[src/pkg/adcseq_pkg.sv]
// Notes on behaviour
// - regulator start-up wait of 16 us before ready is reported
// - regulator-ready status false during start-up, true afterwards
// - control bit routes internal band-gap to the reference pin, only while the internal ref bit is also set
// - protocol power off clears band-gap routing to default
// - routing write while protocol power off raises an exception flag, no change
// - only converter events drive the analogue interrupt, never comparator
// - 10-bit results, source select among 4 pins, temperature, supply monitor
// - configuring never starts conversion; only start or accumulation start does
// - single-shot: one conversion after start, then stop
// - continuous: back-to-back conversions until disable
// - accumulation start ignores single-shot or continuous selection
// - range select: full scale reference or twice reference
// - interrupt on each single or continuous result when enabled
// - accumulate 2, 4, 8 or 16 conversions, present sum, then stop
// - interrupt when accumulated sum available, if enabled
// - disable stops conversion at any moment in any mode
// - busy true during conversion or accumulation, false when complete
// - status shows new unread sample, or final accumulation sample taken
// - conversion takes three sampling intervals plus 13 converter clocks
// - converter clock is peripheral clock divided by 8, 16, 32 or 64
// - result read: single in low 10 bits, sum in low 14 bits
package adcseq_pkg;
  localparam int          CLK_MHZ         = 200;
  localparam int          REG_START_US    = 16;
  localparam int          REG_START_CYC   = REG_START_US * CLK_MHZ;
  localparam int          CONV_EXTRA      = 13;
  localparam logic [11:0] OFS_COMMON      = 12'h000;
  localparam logic [11:0] OFS_CONV        = 12'h004;
  localparam logic [11:0] OFS_CMD         = 12'h008;
  localparam logic [11:0] OFS_STATUS      = 12'h00C;
  localparam logic [11:0] OFS_RESULT      = 12'h010;
  // common: 0 regulator, 1 irq enable, 3:2 sample, 5:4 clkdiv, 6 internal ref, 7 band-gap
  localparam int          B_REG           = 0;
  localparam int          B_IEN           = 1;
  localparam int          B_SMP           = 2;
  localparam int          B_DIV           = 4;
  localparam int          B_INTREF        = 6;
  localparam int          B_BGAP          = 7;
  // conv: 0 continuous, 1 double range, 4:2 source
  localparam int          B_CONT          = 0;
  localparam int          B_RANGE         = 1;
  localparam int          B_SRC           = 2;
  // cmd: 0 start, 1 accumulate start, 3:2 acc count, 4 stop
  localparam int          B_START         = 0;
  localparam int          B_ACC           = 1;
  localparam int          B_ACCN          = 2;
  localparam int          B_STOP          = 4;
  // status: 0 busy, 1 regulator ready, 2 new sample, 3 exception, 4 accumulation done
  localparam logic [31:0] RESET_VAL       = 32'h0000_0000;
  localparam logic [1:0]  RESP_OK         = 2'b00;
  localparam logic [1:0]  RESP_SLVERR     = 2'b10;
  typedef enum logic [1:0] {
    ADCSQ_IDLE   = 2'b00,
    ADCSQ_CONV   = 2'b01,
    ADCSQ_WAIT   = 2'b10
  } adcsq_state_t;
endpackage

[src/rtl/adcseq_core.sv]
// The AXI4-Lite slave port and the register offsets are this design's own decisions.
`timescale 1ns/1ps
module adcseq_core
  import adcseq_pkg::*;
(
  input  wire logic        sys_clk,
  input  wire logic        reset,
  input  wire logic        protocolPower,
  input  wire logic [9:0]  convSample,
  input  wire logic [31:0] s_axi_awaddr,
  input  wire logic        s_axi_awvalid,
  output logic             s_axi_awready,
  input  wire logic [31:0] s_axi_wdata,
  input  wire logic [3:0]  s_axi_wstrb,
  input  wire logic        s_axi_wvalid,
  output logic             s_axi_wready,
  output logic [1:0]       s_axi_bresp,
  output logic             s_axi_bvalid,
  input  wire logic        s_axi_bready,
  input  wire logic [31:0] s_axi_araddr,
  input  wire logic        s_axi_arvalid,
  output logic             s_axi_arready,
  output logic [31:0]      s_axi_rdata,
  output logic [1:0]       s_axi_rresp,
  output logic             s_axi_rvalid,
  input  wire logic        s_axi_rready,
  output logic             regulatorOn,
  output logic             bandGapRoute,
  output logic             internalRef,
  output logic             doubleRange,
  output logic [2:0]       sourceSelect,
  output logic             convClockEn,
  output logic             sampleStrobe,
  output logic             apIrq,
  output logic             protectionFault
);
  logic [7:0]   common;
  logic [4:0]   convCfg;
  logic [31:0]  awAddr;
  logic [31:0]  wData;
  logic [3:0]   wStrb;
  logic         awHave;
  logic         wHave;
  logic [15:0]  regCnt;
  logic         regReady;
  logic [5:0]   divCnt;
  logic         tick;
  logic [5:0]   periodCnt;
  logic [4:0]   accLeft;
  logic         accMode;
  logic [13:0]  sum;
  logic [15:0]  result;
  logic         busy;
  logic         newSample;
  logic         accDone;
  logic         faultFlag;
  adcsq_state_t state;
  logic         wrFire;
  logic         rdTake;
  logic         cmdWrite;
  logic         startReq;
  logic         accReq;
  logic         stopReq;
  logic [5:0]   divMax;
  logic [5:0]   convLen;
  logic         convEnd;
  logic         lastConv;

  assign wrFire   = awHave && wHave && !s_axi_bvalid;
  assign rdTake   = s_axi_arvalid && s_axi_arready;
  assign cmdWrite = wrFire && awAddr[11:0] == OFS_CMD && wStrb[0];
  assign startReq = cmdWrite && wData[B_START] && regReady;
  assign accReq   = cmdWrite && wData[B_ACC] && regReady;
  assign stopReq  = cmdWrite && wData[B_STOP];
  assign divMax   = 6'(({4'h0, 2'b01} << (3 + common[B_DIV +: 2])) - 1);
  assign convLen  = 6'(3 * ((32'(common[B_SMP +: 2]) + 1) * 2) + CONV_EXTRA);
  assign convEnd  = state == ADCSQ_CONV && tick && periodCnt == convLen - 6'h01;
  assign lastConv = accMode ? accLeft == 5'h01 : !convCfg[B_CONT];

  // write address and data taken in either order
  always_ff @(posedge sys_clk) begin
    if (reset) begin
      awHave        <= 1'b0;
      wHave         <= 1'b0;
      awAddr        <= RESET_VAL;
      wData         <= RESET_VAL;
      wStrb         <= 4'h0;
      s_axi_awready <= 1'b1;
      s_axi_wready  <= 1'b1;
      s_axi_bvalid  <= 1'b0;
      s_axi_bresp   <= RESP_OK;
    end else begin
      if (s_axi_awvalid && s_axi_awready) begin
        awHave        <= 1'b1;
        awAddr        <= s_axi_awaddr;
        s_axi_awready <= 1'b0;
      end
      if (s_axi_wvalid && s_axi_wready) begin
        wHave        <= 1'b1;
        wData        <= s_axi_wdata;
        wStrb        <= s_axi_wstrb;
        s_axi_wready <= 1'b0;
      end
      if (wrFire) begin
        s_axi_bvalid <= 1'b1;
        s_axi_bresp  <= (awAddr[11:0] <= OFS_CMD && awAddr[1:0] == 2'b00) ? RESP_OK : RESP_SLVERR;
        awHave       <= 1'b0;
        wHave        <= 1'b0;
      end
      if (s_axi_bvalid && s_axi_bready) begin
        s_axi_bvalid  <= 1'b0;
        s_axi_awready <= 1'b1;
        s_axi_wready  <= 1'b1;
      end
    end
  end

  // configuration registers; writes never start a conversion
  always_ff @(posedge sys_clk) begin
    if (reset) begin
      common  <= 8'h00;
      convCfg <= 5'h00;
    end else begin
      if (wrFire && wStrb[0] && awAddr[11:0] == OFS_COMMON) begin
        common[6:0] <= wData[6:0];
        if (protocolPower) begin
          common[B_BGAP] <= wData[B_BGAP];
        end
      end
      if (wrFire && wStrb[0] && awAddr[11:0] == OFS_CONV) begin
        convCfg <= wData[4:0];
      end
      if (!protocolPower) begin
        common[B_BGAP] <= 1'b0;
      end
    end
  end

  // exception when routing is touched without protocol power; sticky until reset
  always_ff @(posedge sys_clk) begin
    if (reset) begin
      faultFlag <= 1'b0;
    end else if (wrFire && wStrb[0] && awAddr[11:0] == OFS_COMMON && !protocolPower
                 && wData[B_BGAP] != common[B_BGAP]) begin
      faultFlag <= 1'b1;
    end
  end

  // regulator start-up timer
  always_ff @(posedge sys_clk) begin
    if (reset || !common[B_REG]) begin
      regCnt   <= 16'h0000;
      regReady <= 1'b0;
    end else if (!regReady) begin
      if (regCnt == 16'(REG_START_CYC - 1)) begin
        regReady <= 1'b1;
      end
      regCnt <= regCnt + 16'h0001;
    end
  end

  // converter clock enable
  always_ff @(posedge sys_clk) begin
    if (reset || state == ADCSQ_IDLE) begin
      divCnt <= 6'h00;
      tick   <= 1'b0;
    end else begin
      tick   <= divCnt == divMax;
      divCnt <= divCnt == divMax ? 6'h00 : divCnt + 6'h01;
    end
  end

  // conversion sequencer
  always_ff @(posedge sys_clk) begin
    if (reset) begin
      state     <= ADCSQ_IDLE;
      periodCnt <= 6'h00;
      accLeft   <= 5'h00;
      accMode   <= 1'b0;
      sum       <= 14'h0000;
      result    <= 16'h0000;
      busy      <= 1'b0;
      newSample <= 1'b0;
      accDone   <= 1'b0;
      apIrq     <= 1'b0;
    end else begin
      apIrq <= 1'b0;
      if (rdTake && s_axi_araddr[11:0] == OFS_RESULT) begin
        newSample <= 1'b0;
      end
      if (stopReq || !regReady) begin
        state <= ADCSQ_IDLE;
        busy  <= 1'b0;
      end else if (state == ADCSQ_IDLE && (startReq || accReq)) begin
        state     <= ADCSQ_CONV;
        periodCnt <= 6'h00;
        busy      <= 1'b1;
        accMode   <= accReq;
        accLeft   <= 5'(5'h01 << (1 + wData[B_ACCN +: 2]));
        sum       <= 14'h0000;
        accDone   <= 1'b0;
      end else if (state == ADCSQ_CONV && tick) begin
        periodCnt <= periodCnt + 6'h01;
        if (convEnd) begin
          periodCnt <= 6'h00;
          if (accMode) begin
            sum     <= sum + {4'h0, convSample};
            accLeft <= accLeft - 5'h01;
            if (lastConv) begin
              result  <= {2'b00, sum + {4'h0, convSample}};
              accDone <= 1'b1;
              apIrq   <= common[B_IEN];
            end
          end else begin
            result    <= {6'h00, convSample};
            newSample <= 1'b1;
            apIrq     <= common[B_IEN];
          end
          if (lastConv) begin
            state <= ADCSQ_IDLE;
            busy  <= 1'b0;
          end
        end
      end
    end
  end

  // read channel
  always_ff @(posedge sys_clk) begin
    if (reset) begin
      s_axi_arready <= 1'b1;
      s_axi_rvalid  <= 1'b0;
      s_axi_rdata   <= RESET_VAL;
      s_axi_rresp   <= RESP_OK;
    end else if (rdTake) begin
      s_axi_arready <= 1'b0;
      s_axi_rvalid  <= 1'b1;
      s_axi_rresp   <= RESP_OK;
      unique case (s_axi_araddr[11:0])
        OFS_COMMON: s_axi_rdata <= {24'h0, common};
        OFS_CONV:   s_axi_rdata <= {27'h0, convCfg};
        OFS_CMD:    s_axi_rdata <= RESET_VAL;
        OFS_STATUS: s_axi_rdata <= {27'h0, accDone, faultFlag, newSample, regReady, busy};
        OFS_RESULT: s_axi_rdata <= {16'h0, result};
        default: begin
          s_axi_rdata <= RESET_VAL;
          s_axi_rresp <= RESP_SLVERR;
        end
      endcase
    end else if (s_axi_rvalid && s_axi_rready) begin
      s_axi_rvalid  <= 1'b0;
      s_axi_arready <= 1'b1;
    end
  end

  // analogue side controls; outputs all registered
  always_ff @(posedge sys_clk) begin
    if (reset) begin
      regulatorOn     <= 1'b0;
      bandGapRoute    <= 1'b0;
      internalRef     <= 1'b0;
      doubleRange     <= 1'b0;
      sourceSelect    <= 3'h0;
      convClockEn     <= 1'b0;
      sampleStrobe    <= 1'b0;
      protectionFault <= 1'b0;
    end else begin
      regulatorOn     <= common[B_REG];
      // routing gated by internal reference as a guard against misuse
      bandGapRoute    <= common[B_BGAP] && common[B_INTREF];
      internalRef     <= common[B_INTREF];
      doubleRange     <= convCfg[B_RANGE];
      sourceSelect    <= convCfg[B_SRC +: 3];
      convClockEn     <= tick;
      sampleStrobe    <= convEnd;
      protectionFault <= faultFlag;
    end
  end

  AST_BUSY_START: assert property (@(posedge sys_clk) disable iff (reset)
    (state == ADCSQ_IDLE && (startReq || accReq) && !stopReq) |=> busy)
    else $error("busy not raised by start");
  AST_NO_START_UNREADY: assert property (@(posedge sys_clk) disable iff (reset)
    !regReady |=> !busy)
    else $error("busy without regulator ready");
  AST_STOP: assert property (@(posedge sys_clk) disable iff (reset)
    stopReq |=> state == ADCSQ_IDLE && !busy)
    else $error("stop did not halt");
  AST_BGAP_PWR: assert property (@(posedge sys_clk) disable iff (reset)
    !protocolPower |=> !common[B_BGAP])
    else $error("routing kept without protocol power");
  AST_FAULT: assert property (@(posedge sys_clk) disable iff (reset)
    (wrFire && wStrb[0] && awAddr[11:0] == OFS_COMMON && !protocolPower && wData[B_BGAP] != common[B_BGAP])
    |=> faultFlag ##1 protectionFault)
    else $error("exception not flagged");
  AST_SINGLE: assert property (@(posedge sys_clk) disable iff (reset)
    (convEnd && !accMode && !convCfg[B_CONT] && !stopReq && regReady) |=> state == ADCSQ_IDLE && !busy)
    else $error("single shot did not stop");
  AST_CONT: assert property (@(posedge sys_clk) disable iff (reset)
    (convEnd && !accMode && convCfg[B_CONT] && !stopReq && regReady) |=> busy && newSample)
    else $error("continuous stopped");
  AST_IRQ: assert property (@(posedge sys_clk) disable iff (reset)
    (convEnd && (!accMode || lastConv) && common[B_IEN] && !stopReq && regReady) |=> apIrq ##1 !apIrq)
    else $error("interrupt missing");
  AST_ACC_IRQ: assert property (@(posedge sys_clk) disable iff (reset)
    $rose(accDone) |-> apIrq == common[B_IEN])
    else $error("accumulation interrupt wrong");
  AST_REG_WAIT: assert property (@(posedge sys_clk) disable iff (reset)
    $rose(regReady) |-> $past(regCnt) == 16'(REG_START_CYC - 1))
    else $error("regulator ready early");
  AST_REG_HOLD: assert property (@(posedge sys_clk) disable iff (reset)
    (!regReady && regCnt < 16'(REG_START_CYC - 1)) |=> !regReady)
    else $error("regulator ready before start-up ends");
  AST_REG_OFF: assert property (@(posedge sys_clk) disable iff (reset)
    !common[B_REG] |=> !regReady)
    else $error("regulator ready while switched off");
  AST_ROUTE_EXTREF: assert property (@(posedge sys_clk) disable iff (reset)
    !common[B_INTREF] |=> !bandGapRoute)
    else $error("routing with external reference");
  AST_IRQ_SOURCE: assert property (@(posedge sys_clk) disable iff (reset)
    apIrq |-> $past(convEnd))
    else $error("interrupt without conversion end");
  AST_NO_CFG_START: assert property (@(posedge sys_clk) disable iff (reset)
    (state == ADCSQ_IDLE && !(startReq || accReq)) |=> state == ADCSQ_IDLE)
    else $error("conversion began without start");
  AST_ACC_IGNORE_MODE: assert property (@(posedge sys_clk) disable iff (reset)
    (convEnd && accMode && !lastConv && !stopReq && regReady) |=> state == ADCSQ_CONV && busy)
    else $error("accumulation ended early");
  AST_RANGE_FOLLOW: assert property (@(posedge sys_clk) disable iff (reset)
    1'b1 |=> doubleRange == $past(convCfg[B_RANGE]))
    else $error("range select not applied");
  AST_ACC_STOP: assert property (@(posedge sys_clk) disable iff (reset)
    (convEnd && accMode && lastConv && !stopReq && regReady) |=> state == ADCSQ_IDLE && accDone && !busy)
    else $error("accumulation did not stop");
  AST_TICK_GAP: assert property (@(posedge sys_clk) disable iff (reset)
    tick |=> !tick)
    else $error("converter clock too fast");
  AST_RESULT_SINGLE: assert property (@(posedge sys_clk) disable iff (reset)
    (convEnd && !accMode && !stopReq && regReady) |=> result == {6'h00, $past(convSample)})
    else $error("single result wrong");
  AST_FAULT_STICKY: assert property (@(posedge sys_clk) disable iff (reset)
    faultFlag |=> faultFlag)
    else $error("exception flag lost");
endmodule

[config.mk]
export PLATFORM = sky130hd
export DESIGN_NAME = adcseq_core
export DESIGN_NICKNAME = d
export VERILOG_FILES = /design/src/pkg/adcseq_pkg.sv /design/src/rtl/adcseq_core.sv
export SDC_FILE = /design/constraint.sdc
export NUM_CORES = 1
export LEC_CHECK = 0
export ABC_AREA = 1
export BUFFER_PORTS_ARGS = -buffer_cell sky130_fd_sc_hd__buf_2
export CAP_MARGIN = 20
export CORE_UTILIZATION = 50
export CTS_BUF_LIST = sky130_fd_sc_hd__clkbuf_16
export DETAILED_ROUTE_END_ITERATION = 16
export GPL_TIMING_DRIVEN = 0
export PLACE_DENSITY = 0.73
export SLEW_MARGIN = 20
export SYNTH_ARGS = -nofsm -noshare
export SYNTH_HDL_FRONTEND = slang
export SYNTH_SLANG_ARGS = --single-unit
[constraint.sdc]
create_clock -name sys_clk -period 2.44 [get_ports sys_clk]
set_input_delay 0.244 -clock sys_clk [delete_from_list [all_inputs] [get_ports sys_clk]]
set_output_delay 0.244 -clock sys_clk [all_outputs]
set_load 0.005 [all_outputs]
Word-level counts from Yosys, hierarchy flattened
Index checks and enable logic that the tools add are counted.

storage, ports and cells
  input port bits = 118
  word-level logic and storage cells = 172
  bits in registers = 159
  output and inout port bits = 52

cells by class
  eq/ne operators = 12
  bitwise operators = 5
  shift operators = 2
  muxes and demuxes = 44
  reduce and logical (&&, ||, !) cells = 57
  multiply operators = 1
  $add $sub $neg = 11
  $lt $le $gt $ge = 1

operator list
  kind                                                                                count
  16-bit one-hot mux with 4 select lines                                              1
  14-bit 2-to-1 mux                                                                   4
  12-bit by 4-bit equality test with 1-bit output (second input constant)             3
  16-bit 2-to-1 mux                                                                   2
  1-bit 2-to-1 mux                                                                    28
  1-bit logical AND                                                                   25
  12-bit by 3-bit equality test with 1-bit output (second input constant)             2
  12-bit zero test                                                                    2
  5-bit 2-to-1 mux                                                                    4
  6-bit 2-to-1 mux                                                                    3
  16-bit by 1-bit adder with 16-bit output (second input constant)                    1
  16-bit by 12-bit equality test with 1-bit output (second input constant)            1
  14-bit by 10-bit adder with 14-bit output                                           1
  6-bit by 1-bit adder with 6-bit output (second input constant)                      2
  12-bit by 5-bit equality test with 1-bit output (second input constant)             1
  6-bit equality test                                                                 2
  12-bit by 4-bit less-or-equal comparator with 1-bit output (second input constant)  1
  6-bit by 1-bit subtractor with 6-bit output (second input constant)                 2
  5-bit AND reduction                                                                 2
  2-bit nonzero test                                                                  5
  2-bit OR reduction                                                                  5
  5-bit OR reduction                                                                  2
  6-bit by 4-bit adder with 6-bit output (second input constant)                      1
  2-bit AND reduction                                                                 3
  other kinds (17)                                                                    30

Logic depth before layout (Yosys ltp)
Gate-level depths: netlist (run 1).

  depth after elaboration = 10
  gate-level depth with buffers = 14
  mapped depth without buffers = 13

Worst setup path after synthesis (run 1)
No wires, ideal clock.

  path type = reg2reg
  from = register common[2]
  to = register sum[10]
  clock period less this slack = 1.822 ns
  data required time = 2.308 ns
  setup time = 0.132 ns
  data arrival time = 1.690 ns
  path slack = 0.618 ns
  cell stages (with the launch flop) = 13
  buffers on the path = 1
  cells stage by stage = dfxtp_1 ha_1 nand2_1 nand3_1 nor2_1 nand3_2 nand2_2 nand2_2 nor2_4 clkinv_2 buf_2 nand2_1 a21oi_1

between the ends
  word-level cells in the longest chain between the ends = 8

ends and longest elaborated chain
  element                                      line                text
  from (decl)                                  adcseq_core.sv:37   logic [7:0] common;
  from (signal assigned)                       adcseq_core.sv:125  common[6:0] <= wData[6:0];
  from (signal, indexed assignment)            adcseq_core.sv:127  common[B_BGAP] <= wData[B_BGAP];
  2-bit by 1-bit adder with 3-bit output       adcseq_core.sv:76   assign convLen = 6'(3 * ((32'(common[B_SMP +: 2]) + 1) * 2) + CONV_EXTRA);
  2-bit by 3-bit multiplier with 5-bit output  adcseq_core.sv:76
  6-bit by 4-bit adder with 6-bit output       adcseq_core.sv:76
  6-bit by 1-bit subtractor with 6-bit output  adcseq_core.sv:77   assign convEnd = state == ADCSQ_CONV && tick && periodCnt == convLen - 6'h01;
  6-bit equality test                          adcseq_core.sv:77
  1-bit logical AND                            adcseq_core.sv:77
  2-bit nonzero test (no source line)          -
  4-bit AND reduction (no source line)         -
  to (signal assigned)                         adcseq_core.sv:207  sum <= sum + {4'h0, convSample};
  to (decl)                                    adcseq_core.sv:51   logic [13:0] sum;

No other way between the ends.
A chain may end at the register's enable or synchronous reset.

Worst setup path after layout (run 1)
  from = register common[3]
  to = register sum[9]

Same word-level chain as after synthesis.

==> summary.txt, run 1 <==
outcome - complete, no violations
fraction of layout cells with a size suffix above 1 - 15.0%
DIE HEIGHT - 117 um
Critical Path AT - 2450 ps
average size of a mapped cell - 6.98 sq um
critical path cell sequence - ha_1 -> nand2_1 -> nand3_1 -> nor2_1 -> nand3_2 -> nand2_2 -> nand2_2 -> nor2_4 -> clkinv_2 -> buf_2 -> nand2_1 -> a21oi_1
starting DRC count in detailed routing - 344
die width - 117 um
final wirelength - 16500 um
PD cells - 648 nW/um^2
initial core utilization - 51.8%
crit-path max cell delay - 420 ps
post_cts resized - 0
Root Buffer - clkbuf_16
Row Count - 41
Pins Over Slew Limit - 0
post-layout utilization of the core - 61.7%
Slew Limit Headroom - 46.6%
endpoints failing hold - 0
clock power share - 48.7%
CTS Sinks - 136
commonest non-fill, non-tap cell in the layout - nand2_1
CTS Hold Buffers Added - 0
setup bufs post-CTS - 0
worst skew pair latency - 420 ps
clk_skew - 7.64 ps
critical path capture point type - register
Worst VDD drop - 0.657 mV
I/O Pins - 170
Vias/cell - 5.11
htree depth - 4
CP max FO - 10
Hold WS - 77.8 ps
Post-synth EDFFs - 0
Area contributors post-synth - dfxtp_1, nand2_1, nor2_1, a21oi_1, nand3_1
Pint - 3.96 mW
Primary FF master, synth - dfxtp_1
initial antenna violation count - 0
total power - 5.11 mW
Slowest cell on crit path - dfxtp_1
DR DRC count - 0
Clk pin slew, worst setup/hold paths - 60 ps
Combinational Power Share - 6.3%
CTS tree - yes
area delta synth->final - 19.1%
Non-Filler Instances - 1250
max_cap viols - 0
Final setup viols - 0
Sw Share - 22.5%
Tmin final - 2170 ps
Pleak - 3.42 nW
post-route ant nets - 0
net switching power - 1.15 mW
Post-DP Area - 7310 sq um
Least-Margin Pin Slew - 800 ps
Critical Path RT - 2720 ps
Final Instance Area - 7880 sq um
CORE AREA - 12800 sq um
total track usage - 25.7%
most frequent cells in the layout - nand2_1, nor2_1, dfxtp_1
Hold Crit Class - in2reg
total vias in the final route - 6389
Yosys top cell area share - 41.2%
RePlAce Congestion - 0.896
final period utilization - 88.9%
Setup TNS - 0 ps
yosys warns - 0
critical path class - reg2reg
fmax - 461 MHz
vias in the first global route - 5961
Post-synth ARST share - 0%
Startpoint Class - register
Wirelength per Cell - 13.2 um
Max Buffers Root-to-Sink - 2
ant diodes - 0
leading area contributor after synthesis - dfxtp_1
first-pass GRT wire length - 27200 um
nets - 1205
die footprint - 13700 sq um
Post-Synthesis Cell Area - 6610 sq um
dpl ws - 313 ps
detailed placer's ending HPWL - 12100 um
Inst Count DP - 1221
Unique masters post-synth - 45
Synth Instances - 947
pin count of the biggest net entering global routing - 17
Flop pwr share - 45.0%
gr ovfl total - 0
RSZ-0062 raised after global routing - no
I/O Buffers - 82
register area share after synthesis - 41.2%
Yosys reg bits - 136
worst setup margin - 271 ps
Pre-antenna DRT Iters - 5
CTS Buf Count - 17
==> logic make-up (layout without fill, tap and decap cells) <==
| logic type | count (synthesis) | after routing | share of synthesized area (%) |
|---|---|---|---|
| buffers and inverters | 126 | 237 | 8.59 |
| AOI/OAI and AO/OA | 180 | 180 | 14.3 |
| other | 2 | 22 | 0.114 |
| adders and majority gates | 19 | 19 | 3.71 |
| and+or+nand+nor | 470 | 470 | 30.3 |
| DFF | 136 | 136 | 41.2 |
| xor gates and xnor gates | 14 | 14 | 1.85 |
==> critical path: cells and delay by family, from the launching register on <==
family | cells | cell delay (ps)
adders and majority gates | 1 | 280
buffers and inverters | 2 | 400
DFF | 1 | 420
and+or+nand+nor | 8 | 850
AOI/OAI and AO/OA | 1 | 60
==> power by group through the flow <==
| stage | Combinational (mW) | Clock, mW | Sequential [mW] |
|---|---|---|---|
| finish | 0.321 | 2.49 | 2.30 |
| global route | 0.368 | 2.61 | 2.30 |
| CTS | 0.318 | 2.51 | 2.30 |
| detailed placement | 0.315 | 0 | 2.35 |
| global placement | 0.311 | 0 | 2.34 |
| floorplan | 0.208 | 0 | 2.34 |
==> layer usage <==
metal / wire, um / up-vias / GRT usage [%]
li1: - / 3295 / -
met1: 7940 / 2896 / 33.3
met2: 7480 / 178 / 42.6
met3: 794 / 20 / 6.18
met4: 259 / 0 / 7.76
met5: 0 / - / 0
==> state kept, by name, summed over array words and instances (netlist names), 3 cells and up <==
| register | count |
|---|---|
| sourceSelect | 3 |
| divCnt | 6 |
| accLeft | 5 |
| sum | 14 |
| convCfg | 5 |
| regCnt | 16 |
| wData | 8 |
| periodCnt | 6 |
| common | 8 |
| s_axi_rdata | 14 |
| awAddr | 12 |
| result | 14 |
==> layout make-up <==
type                       count  area [sq um]
sequential                   136          2720
inverter                      81           305
buffer                        45           263
clock inverter                12           139
clock buffer                  17           425
tap                          172           215
fill                        1234          4900
multi-input combinational    705          3400
timing repair buffer          82           410
==> synthesized netlist by cell type, types with 2 or more instances <==
library cell,instances
nand3b_1,3
o211ai_1,3
inv_2,9
xnor2_1,5
conb_1,2
clkbuf_1,18
ha_1,18
o22ai_1,5
inv_1,71
a211oi_1,2
nor2_4,2
buf_2,3
o21ai_0,65
o2111ai_1,2
nor3_1,13
and2_1,2
dfxtp_1,136
nand2_1,212
buf_6,2
a21oi_1,91
o21a_1,3
or2_2,2
buf_1,2
nor2_2,5
xor2_1,9
buf_4,20
nor2_1,143
o21ai_1,5
nand3_1,67
nand2_2,3
nand4_1,10
==> path summary, 6_finish.rpt <==
path         slack [ps]            from             end  cells past startpoint
min reg2reg         460  s_axi_rdata[4]  s_axi_rdata[4]                      2
max reg2reg         270       common[3]          sum[9]                     12
min                  80    s_axi_bready    s_axi_wready                      3
max                 270       common[3]          sum[9]                     12
(Power assumes the default switching activity.)
==> run 2, diff against run 1 <==
CELL_PAD_IN_SITES_DETAIL_PLACEMENT = 0   (was default)
CELL_PAD_IN_SITES_GLOBAL_PLACEMENT = 1   (was default)
CORE_UTILIZATION = 37   (was 50)
PLACE_DENSITY = 0.76   (was 0.73)
==> run 2 against run 1 <==
Effect of this change: clock skew is 0.54 ps lower; sequential cell count did not move; largest cell class unchanged; total power up 1.4%; critical endpoint is now sum[10]; worst setup slack worse by 12 ps.
==> summary.txt, run 2 (same netlist as run 1, synthesis figures left out) <==
outcome - complete, no violations
DIE HEIGHT - 136 um (+16%)
Least-Margin Pin Slew - 859 ps (+58.5 ps)
vias in the first global route - 5660 (-5.0%)
ant diodes - 0 (unchanged)
nets - 1205 (unchanged)
CP max FO - 10 (unchanged)
die footprint - 18400 sq um (+34%)
Tmin final - 2180 ps (+12.1 ps)
first-pass GRT wire length - 28400 um (+4.4%)
Most flops, register - regCnt
CORE AREA - 17400 sq um (+36%)
I/O Buffers - 82 (unchanged)
gr ovfl total - 0 (unchanged)
area delta synth->final - 20.4%
fraction of layout cells with a size suffix above 1 - 15.0% (-0.042 points)
htree depth - 4 (unchanged)
critical path capture point type - register
detailed placer's ending HPWL - 13500 um (+11%)
CTS Buf Count - 17 (unchanged)
total track usage - 20.0% (-5.7 points)
post-route ant nets - 0 (unchanged)
Setup TNS - 0 ps (unchanged)
CP startpoint - common[3]
max_cap viols - 0 (unchanged)
starting DRC count in detailed routing - 335 (-2.6%)
total vias in the final route - 6271 (-1.8%)
Final setup viols - 0 (unchanged)
critical path cell sequence - ha_1 -> nand2_1 -> nand3_1 -> nor2_1 -> nand3_2 -> nand2_2 -> nand2_2 -> nor2_4 -> clkinv_2 -> buf_2 -> nand2_1 -> a21oi_1
Hold Startpoint - s_axi_awaddr[9]
final period utilization - 89.4% (+0.49 points)
Worst VDD drop - 0.474 mV (-28%)
max reg flops - 16 (unchanged)
Fillers - 1812 (+47%)
pin count of the biggest net entering global routing - 17 (unchanged)
Row Count - 48 (+17%)
RePlAce Congestion - 0.888 (-0.89%)
Clk pin slew, worst setup/hold paths - 60 ps (about the same)
Startpoint Class - register
Hold Crit Class - in2reg
R2R cell count - 12 (unchanged)
post-layout utilization of the core - 45.9% (-16 points)
Critical Path RT - 2720 ps (about the same)
WHS Path Cells - 3 (unchanged)
worst skew pair latency - 420 ps (about the same)
initial core utilization - 38.1% (-14 points)
Max Buffers Root-to-Sink - 2 (unchanged)
setup bufs post-CTS - 0 (unchanged)
Root Buffer - clkbuf_16
CTS Sinks - 136 (unchanged)
Vias/cell - 4.80 (-6.1%)
RSZ-0062 raised after global routing - no
most frequent cells in the layout - nand2_1, nor2_1, dfxtp_1
final wirelength - 17600 um (+6.8%)
post_cts resized - 0 (unchanged)
die width - 136 um (+16%)
Pre-antenna DRT Iters - 5 (unchanged)
endpoints failing hold - 0 (unchanged)
initial antenna violation count - 0 (unchanged)
crit-path max cell delay - 430 ps (about the same)
Pleak - 3.41 nW (about the same)
total power - 5.18 mW (+1.4%)
clk_skew - 7.09 ps (-0.541 ps)
DR DRC count - 0 (unchanged)
Critical Path AT - 2460 ps (about the same)
CTS Hold Buffers Added - 0 (unchanged)
critical path class - reg2reg
CTS tree - yes
RR Endpoint - sum[10]
Slowest cell on crit path - dfxtp_1
commonest non-fill, non-tap cell in the layout - nand2_1
Slew Limit Headroom - 42.7% (-3.9 points)
I/O Pins - 170 (unchanged)
fmax - 459 MHz (-0.55%)
RR Startpoint - common[3]
FF-to-FF setup slack - 260 ps (about the same)
Hold EP - awAddr[9]
Wirelength per Cell - 13.5 um (+2.2%)
Pins Over Slew Limit - 0 (unchanged)
PD cells - 650 nW/um^2 (+0.28%)
[run 2: through the flow]
stage | cell area [sq um] | setup WS [ps] | hold WS, ps | std cells
after global routing | 7960 | 48.4 | 64.9 | 1306
after floorplan | 6690 | 618 | 393 | 967
after global placement | 7380 | 287 | 440 | 1274
after detailed placement | 7380 | 273 | 442 | 1274
after CTS | 7960 | 274 | 65.1 | 1306
final | 7960 | 259 | 73.3 | 1306
[run 2: routing by layer]
layer	routed length (um)	vias to the layer above	track usage, %	part of all wire [%]
met3	793	20	4.64	4.5
met1	9020	2814	28.0	51
met5	0	-	0	0
met4	225	0	6.49	1.3
li1	-	3308	-	-
met2	7550	129	30.1	43
[run 2: cell type report]
cell class / count / area [sq um] / area share [%]
Multi-Input combinational cell: 705 / 3400 / 42.7
Sequential cell: 136 / 2720 / 34.2
Clock buffer: 17 / 425 / 5.34
Timing Repair Buffer: 82 / 410 / 5.15
Inverter: 81 / 305 / 3.83
Tap cell: 225 / 282 / 3.54
Buffer: 45 / 263 / 3.30
Clock inverter: 15 / 158 / 1.98
[run 2: worst max path at each step]
stage	to	slack, ps
2_1_floorplan	sum[10]	620
3_3_place_gp	accLeft[3]	290
3_5_place_dp	accLeft[2]	270
4_1_cts	sum[10]	270
5_1_grt	sum[10]	50
6_report	sum[10]	260
[run 2: power by group]
| group | internal [mW] | total (mW) | switching [mW] | leakage (nW) |
|---|---|---|---|---|
| combinational | 0.123 | 0.327 | 0.204 | 2.03 |
| clock | 1.59 | 2.55 | 0.968 | 0.284 |
| sequential | 2.26 | 2.30 | 0.0314 | 1.10 |
| total | 3.97 | 5.18 | 1.20 | 3.41 |
[run 2: worst max-delay path: cells and delay by family, from the launching register on]
family / cells / cell delay, ps
AO/OA/AOI/OAI: 1 / 60
buffers and inverters: 2 / 410
AND/OR/NAND/NOR: 8 / 830
flip-flops: 1 / 430
adder cells (fa/ha/maj): 1 / 290
==> run 3, diff against run 2 <==
PLACE_DENSITY = default   (was 0.76)
PLACE_DENSITY_LB_ADDON = 0.08   (was default)
==> run 3 against run 2 <==
Effect of this change: final cell count is the same; global-route usage grew 0.42 points; sequential cell count is the same; design area shrank 0.35%; largest cell class unchanged; highest routed layer unchanged.
==> summary.txt, run 3 (same netlist as run 1, synthesis figures left out) <==
outcome - complete, no violations
initial antenna violation count - 0 (unchanged)
CORE AREA - 17400 sq um (unchanged)
gr ovfl total - 0 (unchanged)
worst skew pair latency - 420 ps (about the same)
die width - 136 um (unchanged)
total power - 5.04 mW (-2.6%)
final wirelength - 17900 um (+1.7%)
CTS tree - yes
nets - 1205 (unchanged)
Pre-antenna DRT Iters - 5 (unchanged)
max layer used - met4
Pleak - 3.39 nW (-0.59%)
fmax - 450 MHz (-1.9%)
Wirelength per Cell - 13.7 um (+1.7%)
fraction of layout cells with a size suffix above 1 - 15.4% (+0.37 points)
total track usage - 20.4% (+0.42 points)
clk_skew - 9.91 ps (+2.81 ps)
critical path capture point type - register
RSZ-0062 raised after global routing - no
Startpoint Class - register
post_cts resized - 0 (unchanged)
CTS Hold Buffers Added - 0 (unchanged)
Setup TNS - 0 ps (unchanged)
Slew Limit Headroom - 48.2% (+5.5 points)
Pint - 3.79 mW (-4.7%)
I/O Buffers - 82 (unchanged)
Least-Margin Pin Slew - 777 ps (-82.0 ps)
post-layout utilization of the core - 45.7% (-0.16 points)
Row Count - 48 (unchanged)
Hold Crit Class - in2reg
endpoints failing hold - 0 (unchanged)
DR DRC count - 0 (unchanged)
max reg flops - 16 (unchanged)
CTS Sinks - 136 (unchanged)
detailed placer's ending HPWL - 13900 um (+2.7%)
first-pass GRT wire length - 28900 um (+1.8%)
Post-DP Area - 7380 sq um (unchanged)
PD cells - 636 nW/um^2 (-2.2%)
M1 wire length - 9230 um (+2.2%)
Most flops, register - regCnt
vias in the first global route - 5647 (-0.23%)
Non-Filler Instances - 1306 (unchanged)
Critical Path AT - 2500 ps (+40 ps)
commonest non-fill, non-tap cell in the layout - nand2_1
die footprint - 18400 sq um (unchanged)
I/O Pins - 170 (unchanged)
ant diodes - 0 (unchanged)
htree depth - 4 (unchanged)
critical path class - reg2reg
Combinational Power Share - 6.5% (+0.2 points)
total vias in the final route - 6228 (-0.69%)
area delta synth->final - 20.0%
Worst VDD drop - 0.500 mV (+5.4%)
net switching power - 1.26 mW (+4.5%)
Final setup viols - 0 (unchanged)
Final Instance Area - 7930 sq um (-0.35%)
Root Buffer - clkbuf_16
Inst Count DP - 1274 (unchanged)
Flop pwr share - 45.5% (+1.2 points)
clock power share - 48.0% (-1.3 points)
Vias/cell - 4.77 (-0.69%)
Max Buffers Root-to-Sink - 2 (unchanged)
CP max FO - 10 (unchanged)
Tmin final - 2220 ps (+42.6 ps)
Sw Share - 24.9% (+1.7 points)
Pins Over Slew Limit - 0 (unchanged)
pin count of the biggest net entering global routing - 17 (unchanged)
initial core utilization - 38.1% (unchanged)
met3 WL - 710 um (-10%)
CTS Buf Count - 17 (unchanged)
RePlAce Congestion - 0.868 (-2.3%)
post-route ant nets - 0 (unchanged)
Clk pin slew, worst setup/hold paths - 60 ps (about the same)
starting DRC count in detailed routing - 322 (-3.9%)
setup bufs post-CTS - 0 (unchanged)
Critical Path RT - 2720 ps (about the same)
met2 WL post-DR - 7720 um (+2.3%)
final period utilization - 91.1% (+1.7 points)
DIE HEIGHT - 136 um (unchanged)
most frequent cells in the layout - nand2_1, nor2_1, dfxtp_1
max_cap viols - 0 (unchanged)
[run 3: worst max-delay path: stages (launching register included)]
cell	delay (ps)
dfxtp_1	440
ha_1	290
nand2_1	80
nand3_1	70
nor2_1	140
nand3_2	160
nand2_2	140
nand2_2	70
nor2_4	130
clkinv_2	170
buf_2	240
nand2_1	80
a21oi_1	50
[run 3: layer usage]
layer / GRT usage [%] / vias to the layer above
li1: - / 3315
met1: 28.3 / 2765
met2: 31.7 / 129
met3: 3.82 / 19
met4: 6.49 / 0
met5: 0 / -
[run 3: worst paths after layout]
path         slack [ps]  depth (start not counted)               to            start
max                 220                         12       accLeft[2]        common[3]
min                  70                          3        awAddr[9]  s_axi_awaddr[9]
max reg2reg         220                         12       accLeft[2]        common[3]
min reg2reg         460                          2  s_axi_rdata[11]       result[11]
[run 3: through the flow]
stage / hold slack, ps / setup WS (ps)
global route: 86.9 / 49.2
finish: 73.5 / 216
floorplan: 393 / 618
CTS: 60.4 / 231
global placement: 448 / 247
detailed placement: 450 / 243
[run 3: power by group through the flow]
stage / Clock, mW / Sequential [mW] / Combinational (mW)
after global placement: 0 / 2.35 / 0.327
after global routing: 2.57 / 2.30 / 0.371
after detailed placement: 0 / 2.35 / 0.326
after floorplan: 0 / 2.34 / 0.208
final: 2.42 / 2.30 / 0.325
after CTS: 2.47 / 2.30 / 0.327
[run 3: area by class of cell]
cell class / count / area, sq um
inverter: 81 / 305
clock buffer: 17 / 425
buffer: 45 / 263
multi-input combinational: 705 / 3400
timing repair buffer: 82 / 410
sequential: 136 / 2720
clock inverter: 15 / 130
tap: 225 / 282
fill: 1887 / 9420
